==> src/sipc_regs.vh <==
// Register map, field positions and reset values for the sync, interrupt
// and write-guard configuration bank.
// Assumes inclusion by the bank and its helper modules only.
`ifndef SIPC_REGS_VH
`define SIPC_REGS_VH
`define SIPC_ADDR_W           7
`define SIPC_OFF_SYNC_PHASE   7'h7B
`define SIPC_OFF_SYNC_MON     7'h7C
`define SIPC_OFF_IRQ_CFG      7'h7D
`define SIPC_OFF_GUARD_KEY    7'h7E
`define SIPC_OFF_HOST_SEL     7'h7F
`define SIPC_RST_SYNC_PHASE   8'h00
`define SIPC_RST_SYNC_MON     8'h00
`define SIPC_RST_IRQ_CFG      8'h02
`define SIPC_RST_GUARD_KEY    8'h85
`define SIPC_RST_HOST_SEL     8'h00
`define SIPC_KEY_FULL         8'h85
`define SIPC_KEY_SINGLE       8'h86
`define SIPC_BIT_RAMP         7
`define SIPC_BIT_PIN_GPO      2
`define SIPC_BIT_RELEASE      1
`define SIPC_BIT_POLARITY     0
`define SIPC_MODE_EPROM       3'h1
`define SIPC_MODE_MUX         3'h2
`define SIPC_MODE_INTEL       3'h3
`define SIPC_MODE_MOTO        3'h4
`define SIPC_MODE_SERIAL      3'h5
`define SIPC_SRC_FIRST        4'h1
`define SIPC_SRC_LAST         4'hE
`endif

==> src/sipc_config_bank.v <==
// Sync, interrupt-pin, write-guard and host-mode configuration bank.
// Assumes the host port decoder delivers one-cycle write and read strobes
// with an address, and the phase core reports alignment and step status.
// Operation
// - A two-bit field places the frame-sync sample on target, half UI early, one UI or half UI late.
// - Writing one to the glide bit runs holdover, glide to zero, divider reset, glide back, then clears the bit.
// - A sync alarm rises when alignment error passes the selected plus-minus 1 to 8 UI limit.
// - A four-bit source field binds the frame-sync to input 1..14; codes 0 and 15 bind nothing.
// - With automatic enabling the sync counts only while its bound reference is selected.
// - Polarity bit clear signals interrupt low; set signals it high.
// - Key 0x85 opens all host writes, 0x86 opens exactly one, any other key blocks all but the key; boot-image writes ignore the key.
// - The test-reset pin defaults low so boundary scan stays off unless it is driven high.
// - Output scan cells never capture from the core, so the internal test is not offered.
`timescale 1ns/1ps
`default_nettype none
`include "sipc_regs.vh"
module sipc_config_bank
#(
  parameter ERR_W = 8
)
(
  input  wire             mclk,
  input  wire             reset_n,
  input  wire [6:0]       regAddr,
  input  wire [7:0]       regWrData,
  input  wire             regWrStb,
  input  wire             regRdStb,
  output reg  [7:0]       regRdData,
  input  wire [6:0]       bootAddr,
  input  wire [7:0]       bootData,
  input  wire             bootWrStb,
  input  wire             bootDone,
  output reg              hostReady,
  input  wire [2:0]       hostModePins,
  output reg  [2:0]       hostMode,
  input  wire             irqEvent,
  output reg              irqPinOut,
  output reg              irqPinOe,
  input  wire [ERR_W-1:0] syncErrUi,
  input  wire             syncErrValid,
  input  wire [3:0]       selectedRef,
  input  wire             autoSyncEnable,
  input  wire             frameSyncPin,
  output reg              syncAlarm,
  output reg              syncHonoured,
  output reg  [1:0]       syncSampleSel,
  output reg  [3:0]       syncSourceSel,
  input  wire             rampStepDone,
  output reg              phaseHoldover,
  output reg              rampToZero,
  output reg              dividerReset,
  output reg              rampToProg,
  input  wire             testResetPin,
  output reg              scanEnable,
  output reg              scanCoreCapture
);
  reg  [7:0] syncPhase_r;
  reg  [7:0] syncMon_r;
  reg  [7:0] irqCfg_r;
  reg  [7:0] guardKey_r;
  reg  [7:0] hostSel_r;
  reg        singleUsed_r;
  reg        modeCaught_r;
  reg        bootPending_r;
  wire       syncLevel;
  wire       testResetLevel;
  wire       rampFinished;
  wire       seqHold;
  wire       seqZero;
  wire       seqDiv;
  wire       seqProg;
  wire       seqFinish;
  wire [6:0] wrAddr;
  wire [7:0] wrData;
  wire       wrReq;
  wire       keyWrite;
  wire       guardOpen;
  wire       wrAllowed;
  wire       rampStart;
  wire [ERR_W-1:0] syncLimit;
  wire       sourceValid;
  wire       irqActive;

  // Frame-sync pin crosses into mclk
  sipc_sync3 uSyncPin
  (
    .mclk     (mclk),
    .reset_n  (reset_n),
    .pinIn    (frameSyncPin),
    .levelOut (syncLevel)
  );

  // Test-reset pin crosses into mclk; reset value low keeps scan off
  sipc_sync3 uTrstPin
  (
    .mclk     (mclk),
    .reset_n  (reset_n),
    .pinIn    (testResetPin),
    .levelOut (testResetLevel)
  );

  sipc_ramp_seq uRamp
  (
    .mclk       (mclk),
    .reset_n    (reset_n),
    .start      (rampStart),
    .stepDone   (rampStepDone),
    .holdover   (seqHold),
    .rampToZero (seqZero),
    .divReset   (seqDiv),
    .rampToProg (seqProg),
    .finished   (seqFinish)
  );
  assign rampFinished = seqFinish;

  // boot image owns the write path until it is done
  assign wrAddr = bootPending_r ? bootAddr  : regAddr;
  assign wrData = bootPending_r ? bootData  : regWrData;
  assign wrReq  = bootPending_r ? bootWrStb : (regWrStb && hostReady);

  assign keyWrite  = wrReq && (wrAddr == `SIPC_OFF_GUARD_KEY);
  assign guardOpen = (guardKey_r == `SIPC_KEY_FULL) ||
                     ((guardKey_r == `SIPC_KEY_SINGLE) && !singleUsed_r);
  assign wrAllowed = wrReq && !keyWrite && (guardOpen || bootPending_r);
  assign rampStart = wrAllowed && (wrAddr == `SIPC_OFF_SYNC_MON) &&
                     wrData[`SIPC_BIT_RAMP] && !syncMon_r[`SIPC_BIT_RAMP];

  // Register writes; ramp bit self-clears when the sequence ends
  always @(posedge mclk or negedge reset_n)
  begin
    if (!reset_n)
    begin
      syncPhase_r  <= `SIPC_RST_SYNC_PHASE;
      syncMon_r    <= `SIPC_RST_SYNC_MON;
      irqCfg_r     <= `SIPC_RST_IRQ_CFG;
      guardKey_r   <= `SIPC_RST_GUARD_KEY;
      hostSel_r    <= `SIPC_RST_HOST_SEL;
      singleUsed_r <= 1'b0;
    end
    else
    begin
      // key always writable; a new key rearms single mode
      if (keyWrite)
      begin
        guardKey_r   <= wrData;
        singleUsed_r <= 1'b0;
      end
      else if (wrAllowed && (guardKey_r == `SIPC_KEY_SINGLE))
        singleUsed_r <= 1'b1;
      if (wrAllowed)
      begin
        case (wrAddr)
          `SIPC_OFF_SYNC_PHASE: syncPhase_r <= wrData;
          `SIPC_OFF_SYNC_MON:   syncMon_r   <= {syncMon_r[`SIPC_BIT_RAMP] |
                                               wrData[`SIPC_BIT_RAMP], wrData[6:0]};
          `SIPC_OFF_IRQ_CFG:    irqCfg_r    <= {5'h00, wrData[2:0]};
          `SIPC_OFF_HOST_SEL:   hostSel_r   <= {5'h00, wrData[2:0]};
          default:              syncPhase_r <= syncPhase_r;
        endcase
      end
      // bit returns to zero once calibration completes
      if (rampFinished)
        syncMon_r[`SIPC_BIT_RAMP] <= 1'b0;
      // mode pins caught once after reset release
      if (!modeCaught_r)
        hostSel_r <= {5'h00, hostModePins};
    end
  end

  // single capture flag and host gating for boot
  always @(posedge mclk or negedge reset_n)
  begin
    if (!reset_n)
    begin
      modeCaught_r  <= 1'b0;
      bootPending_r <= 1'b0;
      hostReady     <= 1'b0;
      hostMode      <= 3'h0;
    end
    else
    begin
      modeCaught_r <= 1'b1;
      hostMode     <= hostSel_r[2:0];
      // host held off while the boot image loads
      if (!modeCaught_r)
        bootPending_r <= (hostModePins == `SIPC_MODE_EPROM);
      else if (bootDone)
        bootPending_r <= 1'b0;
      hostReady <= modeCaught_r && !bootPending_r && !(bootDone == 1'b0 &&
                   !modeCaught_r);
    end
  end

  // Read mux; unmapped addresses read as zero
  always @(posedge mclk or negedge reset_n)
  begin
    if (!reset_n)
      regRdData <= 8'h00;
    else if (regRdStb)
    begin
      case (regAddr)
        `SIPC_OFF_SYNC_PHASE: regRdData <= syncPhase_r;
        `SIPC_OFF_SYNC_MON:   regRdData <= syncMon_r;
        `SIPC_OFF_IRQ_CFG:    regRdData <= irqCfg_r;
        `SIPC_OFF_GUARD_KEY:  regRdData <= guardKey_r;
        `SIPC_OFF_HOST_SEL:   regRdData <= hostSel_r;
        default:              regRdData <= 8'h00;
      endcase
    end
  end

  // limit code n selects plus-minus n+1 UI
  assign syncLimit   = {{(ERR_W-3){1'b0}}, syncMon_r[6:4]} + {{(ERR_W-1){1'b0}}, 1'b1};
  // only codes 1..14 name an input
  assign sourceValid = (syncMon_r[3:0] >= `SIPC_SRC_FIRST) &&
                       (syncMon_r[3:0] <= `SIPC_SRC_LAST);
  assign irqActive   = irqEvent;

  // Sync monitor, sample placement and reference binding
  always @(posedge mclk or negedge reset_n)
  begin
    if (!reset_n)
    begin
      syncAlarm       <= 1'b0;
      syncHonoured    <= 1'b0;
      syncSampleSel   <= 2'h0;
      syncSourceSel   <= 4'h0;
    end
    else
    begin
      // sample placement passed to the sampler
      syncSampleSel <= syncPhase_r[1:0];
      syncSourceSel <= sourceValid ? syncMon_r[3:0] : 4'h0;
      // auto mode honours sync only for the selected reference
      syncHonoured  <= syncLevel && sourceValid &&
                       (!autoSyncEnable || (selectedRef == syncMon_r[3:0]));
      // alarm on misalignment beyond the limit
      if (syncErrValid)
        syncAlarm <= (syncErrUi > syncLimit);
    end
  end

  // glide steps retimed so every output leaves a flop of this module
  always @(posedge mclk or negedge reset_n)
  begin
    if (!reset_n)
    begin
      phaseHoldover <= 1'b0;
      rampToZero    <= 1'b0;
      dividerReset  <= 1'b0;
      rampToProg    <= 1'b0;
    end
    else
    begin
      phaseHoldover <= seqHold;
      rampToZero    <= seqZero;
      dividerReset  <= seqDiv;
      rampToProg    <= seqProg;
    end
  end

  // Interrupt pin; enable held low when released so a wired line
  // can be shared with other sources
  always @(posedge mclk or negedge reset_n)
  begin
    if (!reset_n)
    begin
      irqPinOut <= 1'b0;
      irqPinOe  <= 1'b0;
    end
    else
    begin
      // pin reused as plain output at polarity level
      if (irqCfg_r[`SIPC_BIT_PIN_GPO])
      begin
        irqPinOut <= irqCfg_r[`SIPC_BIT_POLARITY];
        irqPinOe  <= 1'b1;
      end
      else
      begin
        irqPinOut <= irqActive ? irqCfg_r[`SIPC_BIT_POLARITY]
                               : ~irqCfg_r[`SIPC_BIT_POLARITY];
        // release mode drives only while active
        irqPinOe  <= !irqCfg_r[`SIPC_BIT_RELEASE] || irqActive;
      end
    end
  end

  // Scan controls; pin flops reset low, matching the internal pull-down
  always @(posedge mclk or negedge reset_n)
  begin
    if (!reset_n)
    begin
      scanEnable      <= 1'b0;
      scanCoreCapture <= 1'b0;
    end
    else
    begin
      scanEnable      <= testResetLevel;
      scanCoreCapture <= 1'b0;
    end
  end
endmodule // sipc_config_bank
`default_nettype wire

==> src/sipc_ramp_seq.v <==
// Sequencer for the phase-offset glide calibration.
// Assumes the phase core answers each step with a one-cycle done pulse.
`timescale 1ns/1ps
`default_nettype none
module sipc_ramp_seq
(
  input  wire mclk,
  input  wire reset_n,
  input  wire start,
  input  wire stepDone,
  output reg  holdover,
  output reg  rampToZero,
  output reg  divReset,
  output reg  rampToProg,
  output reg  finished
);
  localparam [5:0] ST_IDLE = 6'h01;
  localparam [5:0] ST_HOLD = 6'h02;
  localparam [5:0] ST_ZERO = 6'h04;
  localparam [5:0] ST_DIV  = 6'h08;
  localparam [5:0] ST_PROG = 6'h10;
  localparam [5:0] ST_EXIT = 6'h20;

  reg [5:0] state_r;
  reg [5:0] state_nxt;

  // Step order: hold, glide to zero, divider reset, glide back, release
  always @*
  begin
    state_nxt = state_r;
    case (state_r)
      ST_IDLE: if (start) state_nxt = ST_HOLD;
      ST_HOLD: state_nxt = ST_ZERO;
      ST_ZERO: if (stepDone) state_nxt = ST_DIV;
      ST_DIV:  state_nxt = ST_PROG;
      ST_PROG: if (stepDone) state_nxt = ST_EXIT;
      ST_EXIT: state_nxt = ST_IDLE;
      default: state_nxt = ST_IDLE;
    endcase
  end

  // Registered step outputs
  always @(posedge mclk or negedge reset_n)
  begin
    if (!reset_n)
    begin
      state_r    <= ST_IDLE;
      holdover   <= 1'b0;
      rampToZero <= 1'b0;
      divReset   <= 1'b0;
      rampToProg <= 1'b0;
      finished   <= 1'b0;
    end
    else
    begin
      state_r    <= state_nxt;
      holdover   <= (state_nxt != ST_IDLE) && (state_nxt != ST_EXIT);
      rampToZero <= (state_nxt == ST_ZERO);
      divReset   <= (state_nxt == ST_DIV);
      rampToProg <= (state_nxt == ST_PROG);
      finished   <= (state_nxt == ST_EXIT);
    end
  end
endmodule // sipc_ramp_seq
`default_nettype wire

==> src/sipc_sync3.v <==
// Three-stage synchroniser for one pin level.
// Assumes a single clock; the first stage feeds only the second.
`timescale 1ns/1ps
`default_nettype none
module sipc_sync3
(
  input  wire mclk,
  input  wire reset_n,
  input  wire pinIn,
  output reg  levelOut
);
  reg s1_r;
  reg s2_r;
  reg s3_r;

  // Change accepted only when stages two and three agree
  always @(posedge mclk or negedge reset_n)
  begin
    if (!reset_n)
    begin
      s1_r     <= 1'b0;
      s2_r     <= 1'b0;
      s3_r     <= 1'b0;
      levelOut <= 1'b0;
    end
    else
    begin
      s1_r <= pinIn;
      s2_r <= s1_r;
      s3_r <= s2_r;
      if (s2_r == s3_r)
        levelOut <= s3_r;
    end
  end
endmodule // sipc_sync3
`default_nettype wire

==> config.mk <==
export PLATFORM = sky130hd
export DESIGN_NAME = sipc_config_bank
export DESIGN_NICKNAME = d
export VERILOG_FILES = /design/src/sipc_config_bank.v /design/src/sipc_ramp_seq.v /design/src/sipc_sync3.v
export VERILOG_INCLUDE_DIRS = /design/src
export SDC_FILE = /design/constraint.sdc
export NUM_CORES = 1
export LEC_CHECK = 0
export BUFFER_PORTS_ARGS = -buffer_cell sky130_fd_sc_hd__buf_2
export CORE_MARGIN = 4
export CORE_UTILIZATION = 43
export CTS_BUF_LIST = sky130_fd_sc_hd__clkbuf_4
export DETAILED_ROUTE_END_ITERATION = 12
export PLACE_DENSITY = 0.74
export SYNTH_ARGS = -nofsm -noshare
export SYNTH_HDL_FRONTEND = slang
export SYNTH_SLANG_ARGS = --single-unit
==> constraint.sdc <==
create_clock -name mclk -period 3.1 [get_ports mclk]
set_input_delay 0.155 -clock mclk [delete_from_list [all_inputs] [get_ports mclk]]
set_output_delay 0.155 -clock mclk [all_outputs]
set_load 0.02 [all_outputs]
Word level (Yosys, flattened, before mapping) --
Index checks and enable logic that the tools add are counted.
Operators by class: $add $sub $neg 1, $lt $le $gt $ge 3, eq/ne operators 30, multiplexer cells 22, bitwise gates (word level) 3, reductions and logical operators 36
Operators by type and width (number):
- $eq 7x7->1 const B | 10
- $mux 8 | 6
- $pmux 8 s5 | 1
- $pmux 6 s5 | 1
- $mux 6 | 3
- $eq 8x8->1 const B | 2
- $logic_and 1x1->1 | 16
- $eq 6x3->1 const B | 2
- $eq 6x4->1 const B | 2
- $eq 6x5->1 const B | 2
- $reduce_and 2->1 | 5
- $mux 1 | 9
- $gt 8x4->1 | 1
- $logic_not 1->1 | 8
- $mux 7 | 1
- $eq 6x1->1 const B | 1
- $eq 6x2->1 const B | 1
- $eq 6x6->1 const B | 1
- $ne 6x1->1 const B | 1
- $ne 6x6->1 const B | 1
- $reduce_bool 2->1 | 3
- $add 3x1->4 const B | 1
- $eq 4x4->1 | 1
- $ge 4x1->1 const B | 1
- other kinds (9) | 15
Storage, ports and cells: register bits 84, bits of input ports 57, output and inout port bits 28, logic and storage cells 132

Logic depth before layout (Yosys ltp) --
Gate-level depths: netlist (run 1).
depth in word-level cells 13, depth in mapped cells 8, mapped depth without buffers 8

By module --
Synthesis (run 1) repeated with hierarchy kept, for this count alone.
Second synthesis, totals: cell total of the unflattened synthesis 289, area, all modules 3594.7 um^2
By module, submodules not included:
- sipc_config_bank | times used 1, cells each 236, area each 2875.3 um^2, sequential area each 1506.4 um^2
- sipc_ramp_seq | times used 1, cells each 43, area each 496.7 um^2, sequential area each 276.5 um^2
- sipc_sync3 | times used 2, cells each 5, area each 111.4 um^2, sequential area each 100.1 um^2

Worst setup path before layout (run 1) --
Ideal clock, no wire load.
path kind reg-to-reg, start point register guardKey_r[2], end point register syncPhase_r[0], setup time 125 ps, arrival 2345 ps, data required time 2975 ps, setup slack 630 ps, stages on the path, launching flop included 6, path buffers 0, period minus slack after synthesis 2470 ps, path through dfstp_2 or4b_4 a211o_1 a2111o_1 a21oi_4 mux2_4
Between the ends: word-level cells in the longest chain between the ends 6, elaborated cells between the ends (all ways) 7, classes of those cells eq/ne (2); reduce/logical (5)
Ends and longest elaborated chain:
- start: declaration | RTL line sipc_config_bank.v:60 | reg [7:0] guardKey_r;
- start signal: assignment | RTL line sipc_config_bank.v:136 | guardKey_r <= `SIPC_RST_GUARD_KEY;
- start signal: assignment | RTL line sipc_config_bank.v:145 | guardKey_r <= wrData;
- $eq 8x8->1 (no line)
- $logic_and 1x1->1 | RTL line sipc_config_bank.v:123 | ((guardKey_r == `SIPC_KEY_SINGLE) && !singleUsed_r);
- $logic_or 1x1->1 (*) | RTL line sipc_config_bank.v:122 | assign guardOpen = (guardKey_r == `SIPC_KEY_FULL) ||
- $logic_or 1x1->1 (*) | RTL line sipc_config_bank.v:124 | assign wrAllowed = wrReq && !keyWrite && (guardOpen || bootPending_r);
- $logic_and 1x1->1 (*) | RTL line sipc_config_bank.v:124
- $reduce_and 2->1 (no line) (*)
- end signal: assignment | RTL line sipc_config_bank.v:133 | syncPhase_r <= `SIPC_RST_SYNC_PHASE;
- end signal: assignment | RTL line sipc_config_bank.v:153 | `SIPC_OFF_SYNC_PHASE: syncPhase_r <= wrData;
- end signal: assignment | RTL line sipc_config_bank.v:158 | default: syncPhase_r <= syncPhase_r;
- end: declaration | RTL line sipc_config_bank.v:57 | reg [7:0] syncPhase_r;
Every way passes the cells marked *; elsewhere a longest branch is shown, timed or not. A chain may end at the register's enable or synchronous reset.

Final worst setup path (run 1) --
start point register guardKey_r[2], end point register syncPhase_r[1]
Same word-level chain as after synthesis.

==> flow_metrics.py, run 1 <==
metrics = {
    "job": {
        "max_cap_violations": 0,
    },
    "worst_hold_path": {
        "min_to": "syncAlarm",
        "hold_depth": 3,
        "hp-start": "syncErrUi[4]",
        "hold_path.class": "in2reg",
    },
    "clock_network": {
        "cts_resized": 0,
        "cts_tree": "done",
        "h-tree-depth": 3,
        "clk_path_buf_depth": 2,
        "cts_buffers": 9,
        "cts-root-buf": "clkbuf_4",
        "cts_setup_buffers": 0,
        "cts_sinks": 79,
        "hold_buffers": 11,
        "clkLatencyLatePin_ns": 0.43,
        "path_clk_slew_ns": 0.13,
    },
    "global_route": {
        "grt_overflow": 0,
        "first_global_vias": 2796,
        "antenna_found_initial": 0,
        "grt_pass1_wl_um": 13500,
        "grt_use_met1_pct": 22.6,
        "grt_use_total_pct": 17.0,
        "grt_max_degree": 80,
        "met2_usage_pct": 27.8,
        "use_met3_pct": 4.10,
        "top_usage_layer": "met2",
    },
    "timing": {
        "fin_crit_sh_pct": 86.7,
        "final.setup_skew_ns": 0.0151,
        "fin_setup_tns_ns": 0,
        "hold_violations": 0,
        "min_period_ns": 2.69,
        "worstMarginPinSlew_ns": 0.952,
        "rsz0062_at_grt": "no",
        "max_slew_margin_pct": 36.5,
        "finalSetupViolCount": 0,
        "drv_slew": 0,
        "clock.fmax_mhz": 372,
    },
    "worst_setup_path": {
        "rr_startpoint": "guardKey_r[2]",
        "ff2ff_path_depth": 5,
        "worstSetupPathType": "reg2reg",
        "cp-start-kind": "flop",
        "r2r_end": "syncPhase_r[1]",
        "arrival_ns": 3.01,
        "regToRegSetupSlack_ns": 0.41,
        "end_kind": "flop",
        "required_ns": 3.43,
        "critical_path.max_fanout": 8,
    },
    "detailed_routing": {
        "vias": 2824,
        "first_iter_violations": 121,
        "drc": 0,
        "totalWireLength_um": 8100,
        "ant_nets": 0,
        "drt_pre_antenna_iters": 4,
        "viasPerCell": 5.33,
        "routedWlPerCell_um": 15.3,
    },
    "place": {
        "gp_congestion": 0.850,
        "dp.cells": 503,
        "io_buffers": 83,
        "hpwl_um": 5950,
        "place_area_um2": 4160,
    },
    "finish": {
        "stdcell_area_um2": 4440,
        "stdcell_count": 530,
        "layout-drive-gt1-share_pct": 31.5,
        "diodes": 0,
        "final_util_pct": 53.8,
        "final_nets": 482,
        "layout_commonest_cell": "buf_2",
        "final_cell_mix": "buf_2, dfrtp_1, nand2_1, inv_1, nor2_1",
        "area_delta_synth_final_pct": 21.4,
    },
    "power": {
        "p_clk_share_pct": 35.9,
        "ir_drop_v": 0.000229,
        "pwr-share-comb_pct": 9.4,
        "power.switching_w": 0.000500,
        "p_leak_nw": 2.05,
        "netSwitchingFraction_pct": 25.2,
        "power.density_nw_per_um2": 447,
        "power_frac_seq_pct": 54.6,
        "p_int_w": 0.00149,
    },
    "outcome": {
        "status": "finished, final reports clean",
    },
    "logic_synthesis": {
        "synth_nets": 390,
        "async_reset_ff_share_pct": 100,
        "synth_top_area_cell": "dfrtp_1",
        "avgSynthCellArea_um2": 11.2,
        "ys_dominant_reg_cell": "dfrtp_1",
        "yosysSeqAreaShare_pct": 54.2,
        "yosys_warnings": 0,
        "synth_seq_cells": 79,
        "syn_inst": 328,
        "synth_top_cell_area_share_pct": 50.6,
        "synth_area_um2": 3660,
        "yosys-top-cells-area": "dfrtp_1, mux2_2, dfstp_2, mux2i_1, nand2_1",
        "synth-edff-count": 0,
        "synth_cell_types": 55,
    },
    "die": {
        "io_pins": 85,
        "die_area_um2": 10100,
        "dieWidth_um": 100,
        "start_util_pct": 44.3,
        "die_height_um": 100,
        "num_rows": 33,
        "core-area_um2": 8260,
    },
}
## kinds of logic (layout without fill, tap and decap cells)
logic type / after synthesis / after routing / synth area share (%)
buffers and inverters: 35 / 132 / 3.69
xor gates and xnor gates: 8 / 8 / 1.91
adders and majority gates: 7 / 7 / 2.26
muxes: 30 / 30 / 10.1
other: 2 / 2 / 0.205
and+or+nand+nor: 102 / 102 / 15.2
AOI/OAI and AO/OA: 65 / 65 / 12.4
DFF: 79 / 79 / 54.2
## worst max path at each step
stage	from	end	slack (ns)	cells past startpoint
2_1_floorplan	guardKey_r[2]	syncPhase_r[0]	0.63	5
3_3_place_gp	guardKey_r[2]	syncPhase_r[0]	0.51	5
3_5_place_dp	guardKey_r[2]	syncPhase_r[1]	0.44	5
4_1_cts	guardKey_r[2]	syncPhase_r[1]	0.41	5
5_1_grt	guardKey_r[2]	syncPhase_r[2]	0.34	5
6_report	guardKey_r[2]	syncPhase_r[1]	0.41	5
## synthesized netlist by cell type, types with 6 or more instances
master	number
xnor2_1	6
o21ai_0	14
a21oi_1	8
clkbuf_1	11
o22ai_1	10
dfrtp_1	74
nand2_1	23
nand2b_1	6
mux2i_1	11
nor3b_1	6
nand4_1	8
nor4_1	7
nor2_1	18
inv_1	20
a22oi_1	6
nand3_1	8
mux2_2	13
## worst max-delay path, cell delays in order, from the launching register on
cell and delay [ns]:
dfstp_2 0.56, or4b_4 0.47, a211o_1 0.31, a2111o_1 0.49, a21oi_4 0.41, mux2_4 0.34
## power by group through the flow
stage / logic, W / registers, W / clock network, W
4_1_cts: 0.000189 / 0.00109 / 0.000726
3_3_place_gp: 0.000176 / 0.00110 / 0
3_5_place_dp: 0.000179 / 0.00111 / 0
2_1_floorplan: 0.0000836 / 0.00111 / 0
6_report: 0.000187 / 0.00109 / 0.000714
5_1_grt: 0.000210 / 0.00109 / 0.000767
## metal layers
metal / routed length (um) / share of wire, %
met1: 3530 / 44
met2: 4000 / 49
met3: 445 / 5.5
met4: 126 / 1.6
met5: 0 / 0
## flip-flops by register name (all words and copies together), names as in the netlist, 2 cells and up
| name | flops |
|---|---|
| regRdData | 8 |
| hostSel_r | 3 |
| hostMode | 3 |
| guardKey_r | 8 |
| irqCfg_r | 3 |
| uRamp.state_r | 6 |
| syncSampleSel | 2 |
| syncMon_r | 8 |
| syncPhase_r | 8 |
| syncSourceSel | 4 |
## stage by stage
stage	hold slack, ns	setup WS (ns)	total power [W]
6_report	0.0179	0.413	0.00199
5_1_grt	0.0519	0.342	0.00207
4_1_cts	0.00288	0.406	0.00200
3_5_place_dp	0.266	0.435	0.00128
3_3_place_gp	0.263	0.512	0.00128
2_1_floorplan	-0.141	0.630	0.00119
## cell type report
cell class	instances	area, um2
fill	754	3810
sequential	79	1980
multi-input combinational	214	1540
timing repair buffer	96	543
tap	105	131
clock inverter	6	93.8
clock buffer	10	75.1
inverter	20	75.1
No activity file was read; power rests on OpenSTA's default activity.
==> run 2, diff against run 1 <==
CORE_ASPECT_RATIO = 0.9   (was unset)
GPL_ROUTABILITY_DRIVEN = 0   (was unset)
==> flow_metrics.py, run 2 (synthesis results as in run 1) <==
metrics = {
    "global_route": {
        "grt_use_met1_pct": 22.8,
        "met2_usage_pct": 27.2,
        "grt_use_total_pct": 16.8,
        "first_global_vias": 2826,
        "use_met3_pct": 2.71,
        "antenna_found_initial": 0,
        "grt_max_degree": 80,
        "grt_pass1_wl_um": 13400,
        "top_usage_layer": "met2",
        "grt_overflow": 0,
    },
    "worst_hold_path": {
        "hold_path.class": "in2reg",
    },
    "detailed_routing": {
        "ant_nets": 0,
        "routedWlPerCell_um": 15.1,
        "drc": 0,
        "totalWireLength_um": 8160,
        "drt_pre_antenna_iters": 4,
        "first_iter_violations": 161,
        "viasPerCell": 5.21,
        "vias": 2809,
    },
    "die": {
        "io_pins": 85,
        "core-area_um2": 8180,
        "die_height_um": 95.5,
        "die_area_um2": 10100,
        "start_util_pct": 44.7,
        "dieWidth_um": 105,
        "num_rows": 31,
    },
    "clock_network": {
        "clkLatencyLatePin_ns": 0.42,
        "cts_setup_buffers": 0,
        "h-tree-depth": 3,
        "clk_path_buf_depth": 2,
        "cts-root-buf": "clkbuf_4",
        "cts_resized": 0,
        "cts_tree": "done",
        "cts_sinks": 79,
        "cts_buffers": 9,
        "path_clk_slew_ns": 0.12,
    },
    "finish": {
        "diodes": 0,
        "area_delta_synth_final_pct": 21.2,
        "stdcell_area_um2": 4440,
        "final_cell_mix": "buf_2, dfrtp_1, nand2_1, inv_1, nor2_1",
        "final_nets": 481,
        "stdcell_count": 539,
        "layout_commonest_cell": "buf_2",
        "layout-drive-gt1-share_pct": 31.1,
    },
    "worst_setup_path": {
        "cp_top_family": "compound AO/OA/AOI/OAI gates",
        "end_kind": "flop",
        "max_stage_delay_ns": 0.56,
        "crit_buf_inv": 0,
        "worstSetupPathType": "reg2reg",
        "arrival_ns": 2.96,
        "worstPathCellList": "or4b_4, a211o_1, a2111o_1, a21oi_4, mux2_4",
        "cp-start-kind": "flop",
        "required_ns": 3.41,
        "critPathSlowestCell": "dfstp_2",
        "critical_path.max_fanout": 8,
    },
    "job": {
        "max_cap_violations": 0,
    },
    "place": {
        "hpwl_um": 5990,
        "place_area_um2": 4180,
        "dp_slack_ns": 0.471,
        "io_buffers": 83,
        "dp.cells": 513,
    },
    "outcome": {
        "status": "finished, final reports clean",
    },
    "power": {
        "ir_drop_v": 0.000259,
        "power_frac_seq_pct": 55.8,
        "power.switching_w": 0.000469,
        "netSwitchingFraction_pct": 24.1,
        "power.density_nw_per_um2": 439,
        "p_clk_share_pct": 34.6,
        "p_int_w": 0.00148,
        "pwr-share-comb_pct": 9.6,
        "p_leak_nw": 2.03,
    },
    "timing": {
        "worstMarginPinSlew_ns": 0.970,
        "drv_slew": 0,
        "clock.fmax_mhz": 377,
        "rsz0062_at_grt": "no",
        "final.setup_skew_ns": 0.00858,
        "min_period_ns": 2.65,
        "fin_setup_tns_ns": 0,
        "fin_ws_ns": 0.448,
        "finalSetupViolCount": 0,
        "hold_violations": 0,
        "max_slew_margin_pct": 35.3,
        "fin_crit_sh_pct": 85.6,
    },
}
[run 2: changes by cell type in the layout (fill, tap and decap cells not counted), sizes merged]
cell         change
dlygate4sd3      -1
[run 2: final cells by class]
| cell class | count | area [um2] |
|---|---|---|
| multi-input cells | 214 | 1540 |
| fillers | 727 | 3750 |
| repair buffers | 95 | 533 |
| inverters | 20 | 75.1 |
| clock buffers | 10 | 75.1 |
| well taps | 115 | 144 |
| flip-flops and latches | 79 | 1980 |
| clock inverters | 6 | 83.8 |
[run 2: repair_timing]
item,CTS,global route
setup endpoints to repair,0,0
hold endpoints to repair,83,0
hold buffers,10,0
[run 2: metal layers]
layer	vias to the layer above	wire length [um]
li1	1363	-
met3	13	400
met4	0	141
met2	68	3890
met1	1365	3730
met5	-	0
[run 2: metrics by stage]
step                hold WS, ns  util, %  total power, W
global route             0.0258     54.2         0.00204
floorplan                -0.141        -         0.00119
CTS                     0.00358     54.2         0.00197
global placement          0.267     51.0         0.00128
finish                   0.0213     54.2         0.00195
detailed placement        0.269     51.0         0.00129
[run 2: path summary, 6_finish.rpt]
path                                  start          endpoint  depth (start not counted)  slack [ns]
min in group asynchronous           reset_n     uSyncPin.s3_r                          2        0.43
hold reg to reg            uRamp.rampToZero        rampToZero                          0        0.36
hold / removal               selectedRef[3]      syncHonoured                          4        0.02
setup / recovery              guardKey_r[2]    syncPhase_r[1]                          5        0.45
max in group asynchronous           reset_n  uRamp.state_r[5]                          2        2.05
setup reg to reg              guardKey_r[2]    syncPhase_r[1]                          5        0.45
[run 2: worst reg2reg max path: cells and delay by family, from the launching register on]
family / cells / cell delay (ns)
multiplexers: 1 / 0.34
flip-flops: 1 / 0.56
AND/OR/NAND/NOR: 1 / 0.47
AO/OA/AOI/OAI: 3 / 1.18
[run 2: power groups by stage]
| stage | logic, W | registers, W | clock network, W |
|---|---|---|---|
| 2_1_floorplan | 0.0000836 | 0.00111 | 0 |
| 3_3_place_gp | 0.000176 | 0.00110 | 0 |
| 3_5_place_dp | 0.000180 | 0.00111 | 0 |
| 4_1_cts | 0.000190 | 0.00109 | 0.000700 |
| 5_1_grt | 0.000209 | 0.00109 | 0.000736 |
| 6_report | 0.000187 | 0.00109 | 0.000675 |
==> run 3, diff against run 2 <==
REMOVE_ABC_BUFFERS = 1   (was unset)
SYNTH_HIERARCHICAL = 1   (was unset)
clock period = 2.7 ns   (was 3.1 ns; I/O delays follow)
==> flow_metrics.py, run 3 <==
metrics = {
    "outcome": {
        "status": "finished, final reports clean",
    },
    "detailed_routing": {
        "first_iter_violations": 108,
        "vias": 2674,
        "totalWireLength_um": 8200,
        "viasPerCell": 5.41,
        "drt_pre_antenna_iters": 4,
        "ant_nets": 0,
        "routedWlPerCell_um": 16.6,
        "drc": 0,
    },
    "power": {
        "p_int_w": 0.00169,
        "power.density_nw_per_um2": 508,
        "netSwitchingFraction_pct": 24.4,
        "power_frac_seq_pct": 55.3,
        "ir_drop_v": 0.000219,
        "power.switching_w": 0.000546,
        "p_leak_nw": 2.10,
        "pwr-share-comb_pct": 9.3,
        "p_clk_share_pct": 35.4,
    },
    "timing": {
        "fin_setup_tns_ns": 0,
        "clock.fmax_mhz": 399,
        "drv_slew": 0,
        "hold_violations": 0,
        "finalSetupViolCount": 0,
        "rsz0062_at_grt": "no",
        "max_slew_margin_pct": 36.5,
        "min_period_ns": 2.51,
        "final.setup_skew_ns": 0.0172,
        "holdWs_ns": 0.0448,
        "worstMarginPinSlew_ns": 0.953,
        "fin_crit_sh_pct": 92.9,
    },
    "logic_synthesis": {
        "async_reset_ff_share_pct": 100,
        "yosysSeqAreaShare_pct": 55.2,
        "synth_top_cell_area_share_pct": 51.5,
        "synth_xor_area_share_pct": 1.91,
        "ys_dominant_reg_cell": "dfrtp_1",
        "yosys-top-cells-area": "dfrtp_1, mux2_2, dfstp_2, a21oi_1, ha_1",
        "synth-compound-area-share_pct": 10.8,
        "synth_cell_types": 54,
        "yosys-top-cells-count": "dfrtp_1, mux2_2, a21oi_1, inv_1, o21ai_0",
        "synth_area_um2": 3590,
        "synth_most_common_cell": "dfrtp_1",
        "syn_inst": 289,
        "synth_top_area_cell": "dfrtp_1",
        "synth_seq_cells": 79,
        "avgSynthCellArea_um2": 12.4,
        "synth_top_family_by_area": "multiplexers",
        "synth-edff-count": 0,
        "yosys_warnings": 6,
        "synth-simple-area-share_pct": 12.6,
        "muxShareOfSynthArea_pct": 13.6,
        "synthAdderAreaFrac_pct": 2.37,
    },
    "clock_network": {
        "cts_tree": "done",
        "path_clk_slew_ns": 0.13,
        "clk_path_buf_depth": 2,
        "cts_sinks": 79,
        "h-tree-depth": 3,
        "clkLatencyLatePin_ns": 0.43,
        "cts-root-buf": "clkbuf_4",
        "cts_setup_buffers": 0,
        "cts_buffers": 9,
    },
    "die": {
        "num_rows": 31,
        "core-area_um2": 8110,
        "die_area_um2": 9890,
        "dieWidth_um": 104,
        "die_height_um": 94.7,
        "io_pins": 85,
        "start_util_pct": 44.3,
    },
    "finish": {
        "final_cell_mix": "buf_2, dfrtp_1, mux2_2, inv_1, a21oi_1",
        "layout_commonest_cell": "buf_2",
        "fill_cells": 692,
        "final_nets": 452,
        "layout-drive-gt1-share_pct": 39.7,
        "diodes": 0,
        "area_delta_synth_final_pct": 22.6,
    },
    "worst_setup_path": {
        "required_ns": 3.06,
        "arrival_ns": 2.87,
        "critPathSlowestCell": "dfstp_2",
        "rr_startpoint": "guardKey_r[2]",
        "r2r_end": "uRamp/holdover",
        "regToRegSetupSlack_ns": 0.19,
        "end_kind": "flop",
        "cp-start-kind": "flop",
        "max_stage_delay_ns": 0.56,
        "crit_top_cell": "nor2_1",
        "worstPathCellList": "or4bb_1, a2111oi_4, o2111a_2, nand3_4, nor3_2, nor2_1, a221o_1, nor2_1",
        "ff2ff_path_depth": 8,
        "worstSetupPathType": "reg2reg",
        "critical_path.max_fanout": 5,
    },
    "worst_hold_path": {
        "hp-start": "regRdStb",
        "hold_depth": 2,
        "hold_path.class": "in2reg",
        "min_to": "regRdData[0]",
    },
    "global_route": {
        "grt_use_total_pct": 17.5,
        "grt_max_degree": 80,
        "grt_overflow": 0,
        "grt_pass1_wl_um": 13400,
        "first_global_vias": 2654,
        "antenna_found_initial": 0,
    },
    "place": {
        "hpwl_um": 5880,
        "io_buffers": 83,
    },
    "job": {
        "max_cap_violations": 0,
    },
}
==> run 3: what timing repair did <==
| item | in CTS | in global routing |
|---|---|---|
| endpoints found under the hold margin | 84 | 0 |
| gates resized for setup | 0 | 1 |
| endpoints found under the setup margin | 0 | 1 |
| hold buffers | 12 | 0 |
==> run 3: cell families after synthesis <==
group                      count (synthesis)
DFF                                       79
and+or+nand+nor                           72
AOI/OAI and AO/OA                         56
muxes                                     40
buffers and inverters                     26
adders and majority gates                  7
xor gates and xnor gates                   7
other                                      2
==> run 3: critical path, delay by kind of cell (launching register included) <==
kind | cells | cell delay (ns)
AND/OR/NAND/NOR | 5 | 0.99
AO/OA/AOI/OAI | 3 | 0.90
flip-flops | 1 | 0.56
==> run 3: final cells by class <==
type	count	area, um2	share of cell area (%)
well taps	99	124	2.81
clock inverters	6	85.1	1.93
clock buffers	10	75.1	1.70
inverters	14	52.6	1.19
multi-input cells	184	1500	34.0
flip-flops and latches	79	1980	45.0
repair buffers	102	591	13.4
==> run 3: stage by stage <==
stage	worst slack (ns)	instance area (um2)	utilization, %	instances	power (W)
after global placement	0.247	4120	50.9	466	0.00145
after floorplan	0.200	3530	-	277	0.00134
final	0.192	4410	54.4	494	0.00224
after global routing	0.0825	4410	54.4	494	0.00234
after CTS	0.182	4400	54.3	494	0.00226
after detailed placement	0.200	4120	50.9	466	0.00146
==> run 3: layer usage <==
metal	share of wire, %	vias to the layer above	global-route usage (%)
met1	43	1321	22.0
met5	0	-	0
li1	-	1253	-
met3	6.1	15	5.47
met2	50	85	29.1
met4	1.5	0	5.87
==> run 3: power groups by stage <==
stage	registers (W)	clock network (W)	logic [W]
finish	0.00124	0.000792	0.000208
global route	0.00124	0.000867	0.000231
CTS	0.00124	0.000810	0.000210
detailed placement	0.00126	0	0.000198
global placement	0.00126	0	0.000193
floorplan	0.00127	0	0.0000756
==> run 3: worst max path at each step <==
stage,from,to,slack (ns),cells past startpoint
2_1_floorplan,guardKey_r[2],uRamp/holdover,0.20,8
3_5_place_dp,guardKey_r[2],uRamp/holdover,0.20,8
6_report,guardKey_r[2],uRamp/holdover,0.19,8
4_1_cts,guardKey_r[2],uRamp/holdover,0.18,8
5_1_grt,guardKey_r[2],irqCfg_r[2],0.08,6
3_3_place_gp,guardKey_r[2],uRamp/holdover,0.25,8
